<file path="config.mk">
export PLATFORM = sky130hd
export DESIGN_NAME = dahr_reader
export DESIGN_NICKNAME = d
export VERILOG_FILES = /design/src/dahr_pkg.sv /design/src/dahr_reader.sv /design/src/dahr_rx_lane.sv
export SDC_FILE = /design/constraint.sdc
export NUM_CORES = 1
export LEC_CHECK = 0
export ABC_AREA = 1
export BUFFER_PORTS_ARGS = -buffer_cell sky130_fd_sc_hd__buf_2
export CAP_MARGIN = 20
export CORE_ASPECT_RATIO = 1.25
export CORE_MARGIN = 1.5
export CORE_UTILIZATION = 59
export DETAILED_ROUTE_END_ITERATION = 10
export HOLD_SLACK_MARGIN = 0.12
export MAX_ROUTING_LAYER = met4
export PLACE_DENSITY = 0.78
export SLEW_MARGIN = 20
export SYNTH_ARGS = -nofsm -noshare
export SYNTH_HDL_FRONTEND = slang
export SYNTH_SLANG_ARGS = --single-unit
</file>
<file path="constraint.sdc">
create_clock -name aclk -period 4.6 [get_ports aclk]
set_input_delay 0.92 -clock aclk [delete_from_list [all_inputs] [get_ports aclk]]
set_output_delay 0.92 -clock aclk [all_outputs]
set_load 0.03 [all_outputs]
</file>
<file path="src/dahr_pkg.sv">
// Constants, field layouts and types of the dual result line serial reader.
// Function
// - Active-low frame sync drives sample select
// - Fresh frame sync for every word
// - Normal word is 16 bits, 14 allowed
// - Eight-clock frame enters power-down mode
// - Latch result bits on falling clock edge
// - Assemble words most significant bit first
// - Words right justified, upper bits zero
// - Capture both result lines in one frame
// - One internally made clock serves both receivers
// - One frame sync output feeds both receivers
// - Frame starts spaced by whole clock periods
// - Optional free-running clock with burst frames
// - Conversion needs at least fourteen clocks
// - Early sync release aborts into power-down
`default_nettype none

package dahr_pkg;

    localparam logic [7:0]  OFF_CTRL     = 8'h00;
    localparam logic [7:0]  OFF_DIV      = 8'h04;
    localparam logic [7:0]  OFF_PERIOD   = 8'h08;
    localparam logic [7:0]  OFF_STATUS   = 8'h0c;
    localparam logic [7:0]  OFF_DATA_A   = 8'h10;
    localparam logic [7:0]  OFF_DATA_B   = 8'h14;

    localparam int          CTRL_RUN     = 0;
    localparam int          CTRL_SINGLE  = 1;
    localparam int          CTRL_WLEN_LO = 4;
    localparam int          CTRL_FREE    = 8;
    localparam int          STAT_BUSY    = 0;
    localparam int          STAT_DONE    = 1;

    localparam logic [1:0]  WLEN_16      = 2'h0;
    localparam logic [1:0]  WLEN_14      = 2'h1;
    localparam logic [1:0]  WLEN_8       = 2'h2;
    localparam logic [4:0]  WORD_16      = 5'h10;
    localparam logic [4:0]  WORD_14      = 5'h0e;
    localparam logic [4:0]  WORD_8       = 5'h08;

    localparam logic [15:0] DIV_RESET    = 16'h0004;
    localparam logic [15:0] DIV_MIN      = 16'h0003;
    localparam logic [15:0] PERIOD_RESET = 16'h0014;
    localparam logic [16:0] SPACE_FULL   = 17'h1ffff;

    localparam logic [1:0]  RESP_OKAY    = 2'h0;
    localparam logic [1:0]  RESP_SLVERR  = 2'h2;

    typedef struct packed {
        logic       free_run;
        logic [1:0] wlen;
        logic       run;
    } dahr_ctrl_type;

    localparam dahr_ctrl_type CTRL_RESET = '{free_run: 1'b0, wlen: WLEN_16, run: 1'b0};

    typedef enum logic [1:0] {
        ST_IDLE  = 2'b01,
        ST_FRAME = 2'b10
    } dahr_state_type;

endpackage : dahr_pkg

`default_nettype wire

</file>
<file path="src/dahr_reader.sv">
// Host-side reader: AXI4-Lite registers, serial clock, frame sync and two receive lanes.
`default_nettype none

module dahr_reader
    import dahr_pkg::*;
#(
    parameter int LANES = 2,
    parameter int W     = 16
) (
    input  wire logic        aclk,
    input  wire logic        aresetn,
    input  wire logic [7:0]  s_axi_awaddr,
    input  wire logic        s_axi_awvalid,
    output var  logic        s_axi_awready,
    input  wire logic [31:0] s_axi_wdata,
    input  wire logic [3:0]  s_axi_wstrb,
    input  wire logic        s_axi_wvalid,
    output var  logic        s_axi_wready,
    output var  logic [1:0]  s_axi_bresp,
    output var  logic        s_axi_bvalid,
    input  wire logic        s_axi_bready,
    input  wire logic [7:0]  s_axi_araddr,
    input  wire logic        s_axi_arvalid,
    output var  logic        s_axi_arready,
    output var  logic [31:0] s_axi_rdata,
    output var  logic [1:0]  s_axi_rresp,
    output var  logic        s_axi_rvalid,
    input  wire logic        s_axi_rready,
    output var  logic        receive_serial_clock,
    output var  logic        transmit_frame_sync,
    input  wire logic        result_line_a,
    input  wire logic        result_line_b
);

    dahr_ctrl_type  ctrl;
    dahr_state_type state;
    logic [15:0]    div_reg;
    logic [15:0]    period_reg;
    logic [15:0]    div_cnt;
    logic [15:0]    div_eff;
    logic [16:0]    space_cnt;
    logic [4:0]     edge_cnt;
    logic [4:0]     frame_words;
    logic [4:0]     next_words;
    logic [31:0]    data_a;
    logic [31:0]    data_b;
    logic           single_pend;
    logic           done;
    logic           tick;
    logic           go;
    logic           start_p;
    logic           fall_p;
    logic           end_p;
    logic [7:0]     aw_addr;
    logic [31:0]    w_data;
    logic [3:0]     w_strb;
    logic           do_wr;
    logic [7:0]     wr_off;
    logic [31:0]    rd_mux;
    logic [1:0]     rd_resp;
    logic [LANES-1:0]  lines;
    logic [W-1:0]      lane_word [LANES];

    function automatic logic [31:0] merge(input logic [31:0] old_v,
                                          input logic [31:0] new_v,
                                          input logic [3:0]  strb);
        logic [31:0] r;
        r = old_v;
        for (int i = 0; i < 4; i++) begin
            if (strb[i]) begin
                r[8*i +: 8] = new_v[8*i +: 8];
            end
        end
        return r;
    endfunction

    // AXI4-Lite write path: address and data are taken in either order.
    assign wr_off = {aw_addr[7:2], 2'b00};
    assign do_wr  = !s_axi_awready && !s_axi_wready && !s_axi_bvalid;

    always_ff @(posedge aclk) begin
        if (!aresetn) begin
            s_axi_awready <= 1'b1;
            s_axi_wready  <= 1'b1;
            s_axi_bvalid  <= 1'b0;
            s_axi_bresp   <= RESP_OKAY;
            aw_addr       <= 8'h00;
            w_data        <= 32'h0000_0000;
            w_strb        <= 4'h0;
        end else begin
            if (s_axi_awvalid && s_axi_awready) begin
                s_axi_awready <= 1'b0;
                aw_addr       <= s_axi_awaddr;
            end
            if (s_axi_wvalid && s_axi_wready) begin
                s_axi_wready <= 1'b0;
                w_data       <= s_axi_wdata;
                w_strb       <= s_axi_wstrb;
            end
            if (do_wr) begin
                s_axi_bvalid <= 1'b1;
                case (wr_off)
                    OFF_CTRL, OFF_DIV, OFF_PERIOD, OFF_STATUS: s_axi_bresp <= RESP_OKAY;
                    default:                                   s_axi_bresp <= RESP_SLVERR;
                endcase
            end
            if (s_axi_bvalid && s_axi_bready) begin
                s_axi_bvalid  <= 1'b0;
                s_axi_awready <= 1'b1;
                s_axi_wready  <= 1'b1;
            end
        end
    end

    // Software-written configuration.
    always_ff @(posedge aclk) begin
        logic [31:0] v;
        v = 32'h0000_0000;
        if (!aresetn) begin
            ctrl       <= CTRL_RESET;
            div_reg    <= DIV_RESET;
            period_reg <= PERIOD_RESET;
        end else if (do_wr) begin
            case (wr_off)
                OFF_CTRL: begin
                    v = merge({23'h0, ctrl.free_run, 2'h0, ctrl.wlen, 3'h0, ctrl.run},
                              w_data, w_strb);
                    ctrl.run      <= v[CTRL_RUN];
                    ctrl.wlen     <= v[CTRL_WLEN_LO +: 2];
                    ctrl.free_run <= v[CTRL_FREE];
                end
                OFF_DIV: begin
                    v = merge({16'h0000, div_reg}, w_data, w_strb);
                    div_reg <= v[15:0];
                end
                OFF_PERIOD: begin
                    v = merge({16'h0000, period_reg}, w_data, w_strb);
                    period_reg <= v[15:0];
                end
                default: begin
                    v = 32'h0000_0000;
                end
            endcase
        end
    end

    // A single-shot request waits until its frame starts; a new request wins over the clear.
    always_ff @(posedge aclk) begin
        if (!aresetn) begin
            single_pend <= 1'b0;
        end else if (do_wr && wr_off == OFF_CTRL && w_strb[0] && w_data[CTRL_SINGLE]) begin
            single_pend <= 1'b1;
        end else if (start_p) begin
            single_pend <= 1'b0;
        end
    end

    // Done is sticky, cleared by writing one; a frame end in the same cycle wins.
    always_ff @(posedge aclk) begin
        if (!aresetn) begin
            done <= 1'b0;
        end else if (end_p) begin
            done <= 1'b1;
        end else if (do_wr && wr_off == OFF_STATUS && w_strb[0] && w_data[STAT_DONE]) begin
            done <= 1'b0;
        end
    end

    // AXI4-Lite read path with a registered answer one cycle after the address.
    always_comb begin
        rd_mux  = 32'h0000_0000;
        rd_resp = RESP_OKAY;
        case ({s_axi_araddr[7:2], 2'b00})
            OFF_CTRL: begin
                rd_mux[CTRL_RUN]           = ctrl.run;
                rd_mux[CTRL_SINGLE]        = single_pend;
                rd_mux[CTRL_WLEN_LO +: 2]  = ctrl.wlen;
                rd_mux[CTRL_FREE]          = ctrl.free_run;
            end
            OFF_DIV:    rd_mux = {16'h0000, div_reg};
            OFF_PERIOD: rd_mux = {16'h0000, period_reg};
            OFF_STATUS: begin
                rd_mux[STAT_BUSY] = (state == ST_FRAME);
                rd_mux[STAT_DONE] = done;
            end
            OFF_DATA_A: rd_mux = data_a;
            OFF_DATA_B: rd_mux = data_b;
            default:    rd_resp = RESP_SLVERR;
        endcase
    end

    always_ff @(posedge aclk) begin
        if (!aresetn) begin
            s_axi_arready <= 1'b1;
            s_axi_rvalid  <= 1'b0;
            s_axi_rdata   <= 32'h0000_0000;
            s_axi_rresp   <= RESP_OKAY;
        end else if (s_axi_arvalid && s_axi_arready) begin
            s_axi_arready <= 1'b0;
            s_axi_rvalid  <= 1'b1;
            s_axi_rdata   <= rd_mux;
            s_axi_rresp   <= rd_resp;
        end else if (s_axi_rvalid && s_axi_rready) begin
            s_axi_rvalid  <= 1'b0;
            s_axi_arready <= 1'b1;
        end
    end

    // Half-period divider of the serial clock made here from aclk.
    assign div_eff = (div_reg < DIV_MIN) ? DIV_MIN : div_reg;
    assign tick    = (div_cnt >= div_eff - 16'h0001);

    always_ff @(posedge aclk) begin
        if (!aresetn) begin
            div_cnt <= 16'h0000;
        end else if (tick) begin
            div_cnt <= 16'h0000;
        end else begin
            div_cnt <= div_cnt + 16'h0001;
        end
    end

    always_comb begin
        case (ctrl.wlen)
            WLEN_14: next_words = WORD_14;
            WLEN_8:  next_words = WORD_8;
            default: next_words = WORD_16;
        endcase
    end

    // Frame starts are spaced by at least twice the period value in half periods, exactly that count when the frame ends sooner.
    assign go      = (ctrl.run || single_pend) && (space_cnt >= {period_reg, 1'b0});
    assign start_p = tick && (state == ST_IDLE) && go
                     && (!receive_serial_clock || !ctrl.free_run);
    assign fall_p  = tick && (state == ST_FRAME) && receive_serial_clock;
    assign end_p   = tick && (state == ST_FRAME) && !receive_serial_clock
                     && (edge_cnt == frame_words);

    always_ff @(posedge aclk) begin
        if (!aresetn) begin
            space_cnt <= SPACE_FULL;
        end else if (start_p) begin
            space_cnt <= 17'h00001;
        end else if (tick && space_cnt != SPACE_FULL) begin
            space_cnt <= space_cnt + 17'h00001;
        end
    end

    // Frame engine: sync falls with the clock high, then one falling edge per bit.
    always_ff @(posedge aclk) begin
        if (!aresetn) begin
            state                <= ST_IDLE;
            receive_serial_clock <= 1'b1;
            transmit_frame_sync  <= 1'b1;
            edge_cnt             <= 5'h00;
            frame_words          <= WORD_16;
        end else if (tick) begin
            case (state)
                ST_IDLE: begin
                    if (start_p) begin
                        state                <= ST_FRAME;
                        transmit_frame_sync  <= 1'b0;
                        receive_serial_clock <= 1'b1;
                        edge_cnt             <= 5'h00;
                        frame_words          <= next_words;
                    end else if (ctrl.free_run) begin
                        receive_serial_clock <= !receive_serial_clock;
                    end else begin
                        receive_serial_clock <= 1'b1;
                    end
                end
                ST_FRAME: begin
                    if (end_p) begin
                        state                <= ST_IDLE;
                        transmit_frame_sync  <= 1'b1;
                        receive_serial_clock <= 1'b1;
                    end else begin
                        receive_serial_clock <= !receive_serial_clock;
                        if (receive_serial_clock) begin
                            edge_cnt <= edge_cnt + 5'h01;
                        end
                    end
                end
                default: begin
                    state                <= ST_IDLE;
                    transmit_frame_sync  <= 1'b1;
                    receive_serial_clock <= 1'b1;
                end
            endcase
        end
    end

    // Both result lines are shifted on the same clock and frame.
    assign lines = {result_line_b, result_line_a};

    generate
        for (genvar g = 0; g < LANES; g++) begin : g_lane
            dahr_rx_lane #(
                .W (W)
            ) u_lane (
                .aclk    (aclk),
                .aresetn (aresetn),
                .line    (lines[g]),
                .clear   (start_p),
                .shift   (fall_p),
                .word    (lane_word[g])
            );
        end
    endgenerate

    always_ff @(posedge aclk) begin
        if (!aresetn) begin
            data_a <= 32'h0000_0000;
            data_b <= 32'h0000_0000;
        end else if (end_p) begin
            data_a <= {{(32 - W){1'b0}}, lane_word[0]};
            data_b <= {{(32 - W){1'b0}}, lane_word[LANES-1]};
        end
    end

endmodule // dahr_reader

`default_nettype wire

</file>
<file path="src/dahr_rx_lane.sv">
// One receive lane: pin synchroniser and most-significant-first shift register.
`default_nettype none

module dahr_rx_lane
    import dahr_pkg::*;
#(
    parameter int W = 16
) (
    input  wire logic         aclk,
    input  wire logic         aresetn,
    input  wire logic         line,
    input  wire logic         clear,
    input  wire logic         shift,
    output var  logic [W-1:0] word
);

    logic sync_1;
    logic sync_2;

    // Two flip-flops before any logic reads the pin.
    always_ff @(posedge aclk) begin
        if (!aresetn) begin
            sync_1 <= 1'b0;
            sync_2 <= 1'b0;
        end else begin
            sync_1 <= line;
            sync_2 <= sync_1;
        end
    end

    // Clearing at frame start leaves short words right justified with zero fill.
    always_ff @(posedge aclk) begin
        if (!aresetn) begin
            word <= '0;
        end else if (clear) begin
            word <= '0;
        end else if (shift) begin
            word <= {word[W-2:0], sync_2};
        end
    end

endmodule // dahr_rx_lane

`default_nettype wire

</file>
; ---- Word level (Yosys, flattened, before mapping)
; Cells that the tools add are included.
[classes]
addsub = 4
n_lt_le_gt_ge = 3
eq_ne = 18
mux = 33
bitwise = 1
n_reduce_logical = 50
[op_table]
columns = op, n
row1 = two-way mux 17 bit, 2
row2 = case mux 7 bit (4 select lines), 1
row3 = "equality test 6 x 2 -> 1 bit, second input constant", 4
row4 = AND reduction 3 bit, 8
row5 = logical AND 1 bit, 22
row6 = case mux 5 bit (2 select lines), 2
row7 = "adder 17 x 1 -> 17 bit, second input constant", 1
row8 = >= comparator 17 bit, 1
row9 = "inequality test 17 bit, second input constant", 1
row10 = "adder 16 x 1 -> 16 bit, second input constant", 1
row11 = >= comparator 16 bit, 1
row12 = "< comparator 16 x 2 -> 1 bit, second input constant", 1
row13 = two-way mux 16 bit, 1
row14 = case mux 2 bit (4 select lines), 2
row15 = "subtractor 16 x 1 -> 16 bit, second input constant", 1
row16 = two-way mux 5 bit, 3
row17 = "equality test 6 x 1 -> 1 bit, second input constant", 2
row18 = "equality test 6 x 3 -> 1 bit, second input constant", 2
row19 = two-way mux 1 bit, 12
row20 = case mux 2 bit (6 select lines), 1
row21 = case mux 2 bit (5 select lines), 1
row22 = nonzero test 2 bit, 5
row23 = zero test 8 bit, 1
row24 = two-way mux 2 bit, 4
row25 = other kinds (17), 29
[word_totals]
register_bits = 220
inputBits = 61
output_inout_bits = 43
word_cells = 145

; ---- Longest topological paths before layout
; Gate-level depths: netlist (run 1).
[depth]
ltp_word = 9
depth_mapped = 28
mapped_depth_nobuf = 28

; ---- Hierarchy
; Synthesis (run 1) repeated with hierarchy kept, for this count alone.
[unflattened]
cells_unflattened = 1268
area_unflattened_um2 = 9685.5
[by_module_without_submodules]
columns = mod, instances, cells_per_inst, area_each_um2
row1 = dahr_reader, 1, 1114, 8266.7
row2 = dahr_rx_lane, 2, 77, 709.4

; ---- Worst setup path after synthesis (run 1)
; Ideal clock, no wire load.
[synth_timing]
kind = reg2reg
start = reg div_reg[5]
end = reg data_a[10]
arrival_ps = 3221
required_time_ps = 4481
slack_ps = 1260
path_stages_with_launch = 26
synth_period_minus_slack_ps = 3340
cell_sequence = dfxtp_1 > nor2_1 > nand3_1 > nor2_1 > nand2_1 > nand2_1 > inv_1 > ha_1 > inv_1 > nor2_1 > inv_1 > nor2_1 > nand2_1 > nor3_1 > nand3_1 > xor2_1 > ha_1 > nand2_1 > nor4_1 > nand2_1 > nand2_4 > nand3_2 > buf_6 > buf_2 > o21ai_0 > a21oi_1
[synth_between]
elab_chain_len = 7
[synth_rtl]
columns = element, line
row1 = from (decl), dahr_reader.sv:37  ; logic [15:0] div_reg;
row2 = from (signal assigned), dahr_reader.sv:134  ; div_reg <= v[15:0];
row3 = < comparator 16 x 2 -> 1 bit, dahr_reader.sv:210  ; assign div_eff = (div_reg < DIV_MIN) ? DIV_MIN : div_reg;
row4 = two-way mux 16 bit (*), dahr_reader.sv:210
row5 = subtractor 16 x 1 -> 16 bit (*), dahr_reader.sv:211  ; assign tick = (div_cnt >= div_eff - 16'h0001);
row6 = >= comparator 16 bit (*), dahr_reader.sv:211
row7 = logical AND 1 bit (*) (2 in series), dahr_reader.sv:236  ; assign end_p = tick && (state == ST_FRAME) && !receive_serial_clock
row8 = logical AND 1 bit (*), dahr_reader.sv:237  ; && (edge_cnt == frame_words);
row9 = to (signal assigned), dahr_reader.sv:316  ; data_a <= {{(32 - W){1'b0}}, lane_word[0]};
row10 = to (decl), dahr_reader.sv:45  ; logic [31:0] data_a;
; Mark *: on every way between the ends. The rest lies on a longest branch, timed or not.
; A chain may end at the register's enable or synchronous reset.

; ---- Final worst setup path (run 1)
[layout_timing]
start = reg div_reg[5]
end = reg space_cnt[1]
[layout_between]
elab_chain_len = 8
word_cells_on_any_way = 10
cone_classes = 1 x add/sub / 2 x order compare / 2 x mux / 5 x reduce/logical
[layout_rtl]
columns = element, line
row1 = < comparator 16 x 2 -> 1 bit, dahr_reader.sv:210
row2 = two-way mux 16 bit (*), dahr_reader.sv:210
row3 = subtractor 16 x 1 -> 16 bit (*), dahr_reader.sv:211
row4 = >= comparator 16 bit (*), dahr_reader.sv:211
row5 = logical AND 1 bit (2 in series), dahr_reader.sv:233  ; assign start_p = tick && (state == ST_IDLE) && go
row6 = logical AND 1 bit, dahr_reader.sv:234  ; && (!receive_serial_clock || !ctrl.free_run);
row7 = two-way mux 17 bit or nonzero test 2 bit (tied branches), -
row8 = to (signal assigned), dahr_reader.sv:245  ; space_cnt <= space_cnt + 17'h00001;
row9 = to (decl), dahr_reader.sv:41  ; logic [16:0] space_cnt;
; Marked as above.

==> reports/summary.txt, run 1 <==
cell area power density = 392 nW/um2
Max transition margin = 0.372
synthesized cell area = 9250 um2
CTS clk-pin slew, worst paths = 0.07 ns
CP Max Fanout = 15
Cell Chain, Critical Path = nor2_1 > nand3_1 > nor2_1 > nand2_1 > nand2_1 > inv_1 > ha_1 > inv_1 > nor2_1 > inv_1 > nor2_1 > nand2_1 > nor3_2 > nand3_1 > xor2_1 > ha_1 > nand2_1 > o21ai_0 > a21oi_1 > nand2_4 > nand2_2 > clkinvlp_4 > a31oi_1 > o21ai_0
Post-synth ARST share = 0
pre-CTS setup slack = 0.402 ns
yosys warns = 0
# diodes = 0
port bufs = 63
Reg with most FFs = g_lane.u_lane.word
Hold WS = 0.413 ns
Filler Cells Inserted = 1396
commonest non-fill, non-tap cell in the layout = nand2_1
via count = 8246
Max Clk Rate = 0.245 GHz
crit path max-delay cell type = dfxtp_1
hold buffers post-CTS = 0
worst stage delay on the critical path = 0.48 ns
Slew @ Worst Pin = 0.942 ns
number of flops mapped to enable cells by yosys = 0
post-cts sizing count = 0
Layout area overhead = 10.3%
Critical path origin = div_reg[5]
Seq cells post-synth = 197
crit share post-route = 0.888
predominant post-synthesis flop cell = dfxtp_1
RSZ-0062 raised after global routing = no
clock skew = 0.00980 ns
reg2reg start = div_reg[5]
Rows = 51
fin nets = 1386
GR Overflow Total = 0
TritonCTS clock tree = built
Top Registers = g_lane.u_lane.word x32, space_cnt x17
startpoint types = flop
number of flip-flops in the largest register = 32
Avg Cell Area, Syn = 7.41 um2
setup bufs post-CTS = 0
Setup CP Type = reg2reg
Final ANT Viol Nets = 0
I/O pin total = 104
Max-Cap Viols = 0
Hold Path Class = reg2reg
post-layout minimum cycle time = 4.09 ns
crit path DAT = 4.40 ns
outcome = completed
Die Y = 143 um
post-synth cell types = 41
DR DRC count = 0
Max IR drop VDD = 0.312 mV
total core area = 15400 um2
CTS max path bufs = 2
CP required = 4.91 ns
die width = 115 um
final setup violation count = 0
Total GRT Usage = 0.283
vias per inst = 5.46
Setup crit end kind = flop
commonest non-fill, non-tap cells in the layout = nand2_1, dfxtp_1, a21oi_1, inv_1, o21ai_0
Worst-Skew Late Latency = 0.44 ns
H-tree levels = 4
clk sinks = 197
number of global-route vias before repair = 7464
reg-to-reg slack, setup = 0.51 ns
Die Area = 16400 um2
Initial DRT Pass Iterations = 5
post-synthesis sequential area ratio = 0.426
gp weighted congestion = 0.940
total power = 0.00400 W
Starting Density = 0.599
Slew Viols, Final = 0
initial antenna violation count = 0
Detailed Place HPWL = 15.7 mm
Avg WL per Cell = 14.5 um
layout cells sized above 1 = 0.0933
first-pass GRT wire length = 35.6 mm
final hold vios = 0
PnR worst setup slack = 0.514 ns
Routed WL = 21.8 mm
reg2reg end = space_cnt[1]
crit path to = space_cnt[1]
root buf cell = clkbuf_16
cts bufs inserted = 17
1st-iter DRT viols = 572
Leakage = 4.24 nW
Worst R2R Path Depth = 24
largest net degree at the start of global routing = 95
TNS Setup = 0 ns
post-synthesis cell count = 1248
logic make-up (layout without fill, tap and decap cells):
logic type / count (synthesis) / in the layout / synth area share
AND/OR/NAND/NOR: 425 / 425 / 0.197
AO/OA/AOI/OAI: 335 / 335 / 0.193
buffers and inverters: 223 / 255 / 0.103
flip-flops: 197 / 197 / 0.426
adder cells (fa/ha/maj): 40 / 40 / 0.0541
XOR/XNOR: 27 / 27 / 0.0256
other: 1 / 18 / 0.000405
cell usage after synthesis (4+ instances only):
library cell	count	area share
nor2_2	4	0.0027
o21ai_0	121	0.065
nor2_1	117	0.047
nand4_1	11	0.0074
nor4_1	7	0.0047
nand3_1	47	0.025
nand2_1	207	0.084
nor3_1	14	0.0076
buf_4	22	0.018
o21a_1	6	0.0049
o211ai_1	11	0.0089
dfxtp_1	197	0.43
a21oi_1	153	0.083
inv_1	153	0.062
ha_1	40	0.054
buf_2	18	0.0097
clkbuf_1	27	0.011
xor2_1	25	0.024
o22ai_1	24	0.016
o21ai_1	6	0.0032
nand2_2	4	0.0027
power breakdown:
group	leakage [nW]	switching [W]	internal [W]
clock network	0.279	0.000650	0.000823
logic	2.36	0.000453	0.000227
registers	1.60	0.0000721	0.00177
layer usage:
layer | up-vias | track usage | share of wire
met5 | - | - | 0
met4 | 0 | 0.109 | 0.030
met3 | 42 | 0.0607 | 0.047
met2 | 202 | 0.472 | 0.49
met1 | 3847 | 0.335 | 0.43
li1 | 4155 | - | -
stage by stage:
| stage | instances | util | cell area (um2) |
|---|---|---|---|
| 3_5_place_dp | 1478 | 0.621 | 9590 |
| 3_3_place_gp | 1478 | 0.621 | 9590 |
| 2_1_floorplan | 1265 | - | 9310 |
| 6_report | 1509 | 0.660 | 10200 |
| 4_1_cts | 1509 | 0.659 | 10200 |
| 5_1_grt | 1509 | 0.660 | 10200 |
worst min path at each step:
stage,start,end,slack (ns),cells past startpoint
after floorplan,g_lane[0].u_lane.sync_1,g_lane[0].u_lane.sync_2,0.39,2
after global placement,g_lane[1].u_lane.sync_1,g_lane[1].u_lane.sync_2,0.40,2
after detailed placement,g_lane[0].u_lane.sync_1,g_lane[0].u_lane.sync_2,0.40,2
after CTS,g_lane[0].u_lane.sync_1,g_lane[0].u_lane.sync_2,0.42,2
after global routing,g_lane[0].u_lane.sync_1,g_lane[0].u_lane.sync_2,0.44,2
final,g_lane[0].u_lane.sync_1,g_lane[0].u_lane.sync_2,0.41,2
critical path: cells and delay by family, from the launching register on:
family                     cells  cell delay (ns)
and+or+nand+nor               13             1.70
xor gates and xnor gates       1             0.16
adders and majority gates      2             0.43
buffers and inverters          4             0.53
AOI/OAI and AO/OA              4             0.64
DFF                            1             0.48
cell type report:
| cell class | count | area [um2] | area share |
|---|---|---|---|
| clock buffer | 23 | 498 | 0.0488 |
| clock inverter | 8 | 87.6 | 0.00859 |
| inverter | 154 | 583 | 0.0572 |
| multi-input combinational | 845 | 4420 | 0.434 |
| sequential | 197 | 3940 | 0.387 |
| tap | 212 | 265 | 0.0260 |
| timing repair buffer | 70 | 395 | 0.0388 |
No activity file was read; power rests on OpenSTA's default activity.
==> run 2, diff against run 1 <==
- CELL_PAD_IN_SITES_DETAIL_PLACEMENT: unset -> 0
- CELL_PAD_IN_SITES_GLOBAL_PLACEMENT: unset -> 1
- CORE_UTILIZATION: 59 -> 44
- PLACE_DENSITY: 0.78 -> 0.79
- SYNTH_HIERARCHICAL: unset -> 1
==> run 2 against run 1 <==
Compared with the run above:
- sequential power hardly changed
- first-iteration DRC count fell by 25%
- utilization down 17 points
- global-route usage fell by 5.1 points
- critical path depth down 2
- area after synthesis up 4.7%
- via count shrank 1.1%
- flip-flop and latch count stayed put
- fmax down 0.41%
- routed wire length grew 12%
- synthesized cell count is 1.6% higher
==> reports/summary.txt, run 2 <==
outcome = completed (unchanged)
FF+latch area = 3940 um2 (unchanged)
final design utilization = 0.492 (was 0.660)
Layout area overhead = 9.47% (was 10.3%)
Starting Density = 0.450 (was 0.599)
Die Area = 22900 um2 (was 16400 um2)
post-synth cell types = 50 (was 41)
Critical path origin = div_reg[5] (unchanged)
Max-Cap Viols = 0 (unchanged)
via count = 8152 (was 8246)
Post-synth ARST share = 0 (unchanged)
final hold vios = 0 (unchanged)
CP Max Fanout = 34 (was 15)
Max transition margin = 0.328 (was 0.372)
synthesized cell area = 9690 um2 (was 9250 um2)
clock skew = 0.0123 ns (was 0.00980 ns)
first-pass GRT wire length = 40.1 mm (was 35.6 mm)
yosys warns = 6 (was 0)
post-layout minimum cycle time = 4.10 ns (was 4.09 ns)
post-synth top area share = 0.407 (was 0.426)
number of flip-flops in the largest register = 32 (unchanged)
Reg with most FFs = g_lane.u_lane/word (was g_lane.u_lane.word)
Rows = 60 (was 51)
reg2reg start = div_reg[5] (unchanged)
TritonCTS clock tree = built (unchanged)
commonest non-fill, non-tap cells in the layout = nand2_1, dfxtp_1, inv_1, nor2_1, a21oi_1 (was nand2_1, dfxtp_1, a21oi_1, inv_1, o21ai_0)
Multi-input gate area = 4750 um2 (was 4420 um2)
largest net degree at the start of global routing = 67 (was 95)
Hold Startpoint = g_lane[0].u_lane/sync_1 (was g_lane[0].u_lane.sync_1)
cts bufs inserted = 17 (unchanged)
Top Registers = g_lane.u_lane/word x32, space_cnt x17 (was g_lane.u_lane.word x32, space_cnt x17)
total core area = 21500 um2 (was 15400 um2)
port bufs = 63 (unchanged)
Setup crit end kind = flop (unchanged)
Slew Viols, Final = 0 (unchanged)
CP required = 4.91 ns (about the same)
post-synthesis sequential area ratio = 0.407 (was 0.426)
predominant post-synthesis flop cell = dfxtp_1 (unchanged)
CTS max path bufs = 2 (unchanged)
cell area power density = 389 nW/um2 (was 392 nW/um2)
Finished Layout Cells = 1599 (was 1509)
Routed WL = 24.5 mm (was 21.8 mm)
clk sinks = 197 (unchanged)
Max IR drop VDD = 0.266 mV (was 0.312 mV)
Die Y = 169 um (was 143 um)
Setup CP Type = reg2reg (unchanged)
TNS Setup = 0 ns (unchanged)
number of flops mapped to enable cells by yosys = 0 (unchanged)
GR Overflow Total = 0 (unchanged)
CTS clk-pin slew, worst paths = 0.07 ns (about the same)
Seq cells post-synth = 197 (unchanged)
crit share post-route = 0.892 (was 0.888)
Detailed Place HPWL = 18.0 mm (was 15.7 mm)
# diodes = 0 (unchanged)
DR DRC count = 0 (unchanged)
Avg WL per Cell = 15.3 um (was 14.5 um)
Filler Cells Inserted = 2204 (was 1396)
Leakage = 4.45 nW (was 4.24 nW)
I/O pin total = 104 (unchanged)
most common cell in the synthesized netlist = nand2_1 (unchanged)
Total GRT Usage = 0.232 (was 0.283)
RSZ-0062 raised after global routing = no (unchanged)
vias per inst = 5.10 (was 5.46)
Final ANT Viol Nets = 0 (unchanged)
area leader, netlist = dfxtp_1 (unchanged)
Max Clk Rate = 0.244 GHz (was 0.245 GHz)
Worst-Skew Late Latency = 0.44 ns (about the same)
crit path DAT = 4.41 ns (was 4.40 ns)
Post-Place Cells = 1568 (was 1478)
Avg Cell Area, Syn = 7.64 um2 (was 7.41 um2)
gp weighted congestion = 0.848 (was 0.940)
startpoint types = flop (unchanged)
root buf cell = clkbuf_16 (unchanged)
1st-iter DRT viols = 429 (was 572)
H-tree levels = 4 (unchanged)
Synth area leaders = dfxtp_1, nand2_1, a21oi_1 (unchanged)
post-cts sizing count = 0 (unchanged)
hold buffers post-CTS = 0 (unchanged)
Slew @ Worst Pin = 1.01 ns (was 0.942 ns)
Hold Path Class = reg2reg (unchanged)
commonest non-fill, non-tap cell in the layout = nand2_1 (unchanged)
initial antenna violation count = 0 (unchanged)
Initial DRT Pass Iterations = 5 (unchanged)
synth cell count leaders = nand2_1, dfxtp_1, inv_1 (was nand2_1, dfxtp_1, a21oi_1, inv_1, o21ai_0)
die width = 136 um (was 115 um)
fin nets = 1409 (was 1386)
setup bufs post-CTS = 0 (unchanged)
layout cells sized above 1 = 0.144 (was 0.0933)
final setup violation count = 0 (unchanged)
post-synthesis cell count = 1268 (was 1248)
number of global-route vias before repair = 7836 (was 7464)
run 2: cell types whose count changed after synthesis, moves of 15 or more:
| cell | delta |
|---|---|
| a21oi_1 | -38 |
| o21ai_0 | -29 |
| a21oi_2 | +23 |
| nand2_2 | +23 |
| o21ai_1 | +23 |
| o22ai_1 | -20 |
| nor2_1 | +15 |
run 2: where the power goes:
group	internal, W	switching [W]
logic	0.000252	0.000523
registers	0.00178	0.0000835
clock network	0.000779	0.000712
total	0.00281	0.00132
run 2: logic make-up after synthesis:
group,count (synthesis),synth area share
XOR/XNOR,28,0.0253
flip-flops,197,0.407
AO/OA/AOI/OAI,315,0.188
other,1,0.000387
buffers and inverters,219,0.109
adder cells (fa/ha/maj),40,0.0517
AND/OR/NAND/NOR,468,0.218
run 2: per-stage QoR:
stage	setup slack [ns]	cell area (um2)	hold slack, ns	power (W)
2_1_floorplan	1.08	9750	0.390	0.00249
3_3_place_gp	0.518	10000	0.394	0.00266
3_5_place_dp	0.498	10000	0.398	0.00268
4_1_cts	0.480	10600	0.417	0.00417
5_1_grt	0.000961	10600	0.455	0.00435
6_report	0.497	10600	0.415	0.00413
run 2: final timing paths:
check	to	slack [ns]	cells after the start
max reg2reg	g_lane[0].u_lane/word[12]	0.50	22
min reg2reg	g_lane[0].u_lane/sync_2	0.42	2
max	g_lane[0].u_lane/word[12]	0.50	22
min	g_lane[0].u_lane/sync_2	0.42	2
run 2: area by class of cell:
class | instances | share of cell area
multi-input combinational | 869 | 0.448
sequential | 197 | 0.372
clock buffer | 18 | 0.0414
timing repair buffer | 68 | 0.0359
inverter | 155 | 0.0563
tap | 279 | 0.0329
clock inverter | 13 | 0.0135
run 2: worst max-delay path, cell delays in order, from the launching register on:
cell and delay, ns:
dfxtp_1 0.51, nor2_1 0.07, nand2_1 0.13, nor3b_2 0.08
a21oi_2 0.24, ha_1 0.23, inv_1 0.05, nor2_1 0.12
inv_1 0.09, nor4_1 0.46, nand3_1 0.16, xor2_1 0.18
ha_1 0.28, nand2_1 0.07, nor3_1 0.24, nand2_2 0.10
nand2_4 0.13, inv_2 0.13, nor3_2 0.19, buf_12 0.25
inv_8 0.10, nand2_1 0.07, a21oi_1 0.06
run 2: layer usage:
layer	vias to the layer above	routed length (um)	track usage
li1	4214	-	-
met1	3787	10400	0.271
met2	117	12700	0.406
met3	34	804	0.0320
met4	0	591	0.0809
met5	-	0	-
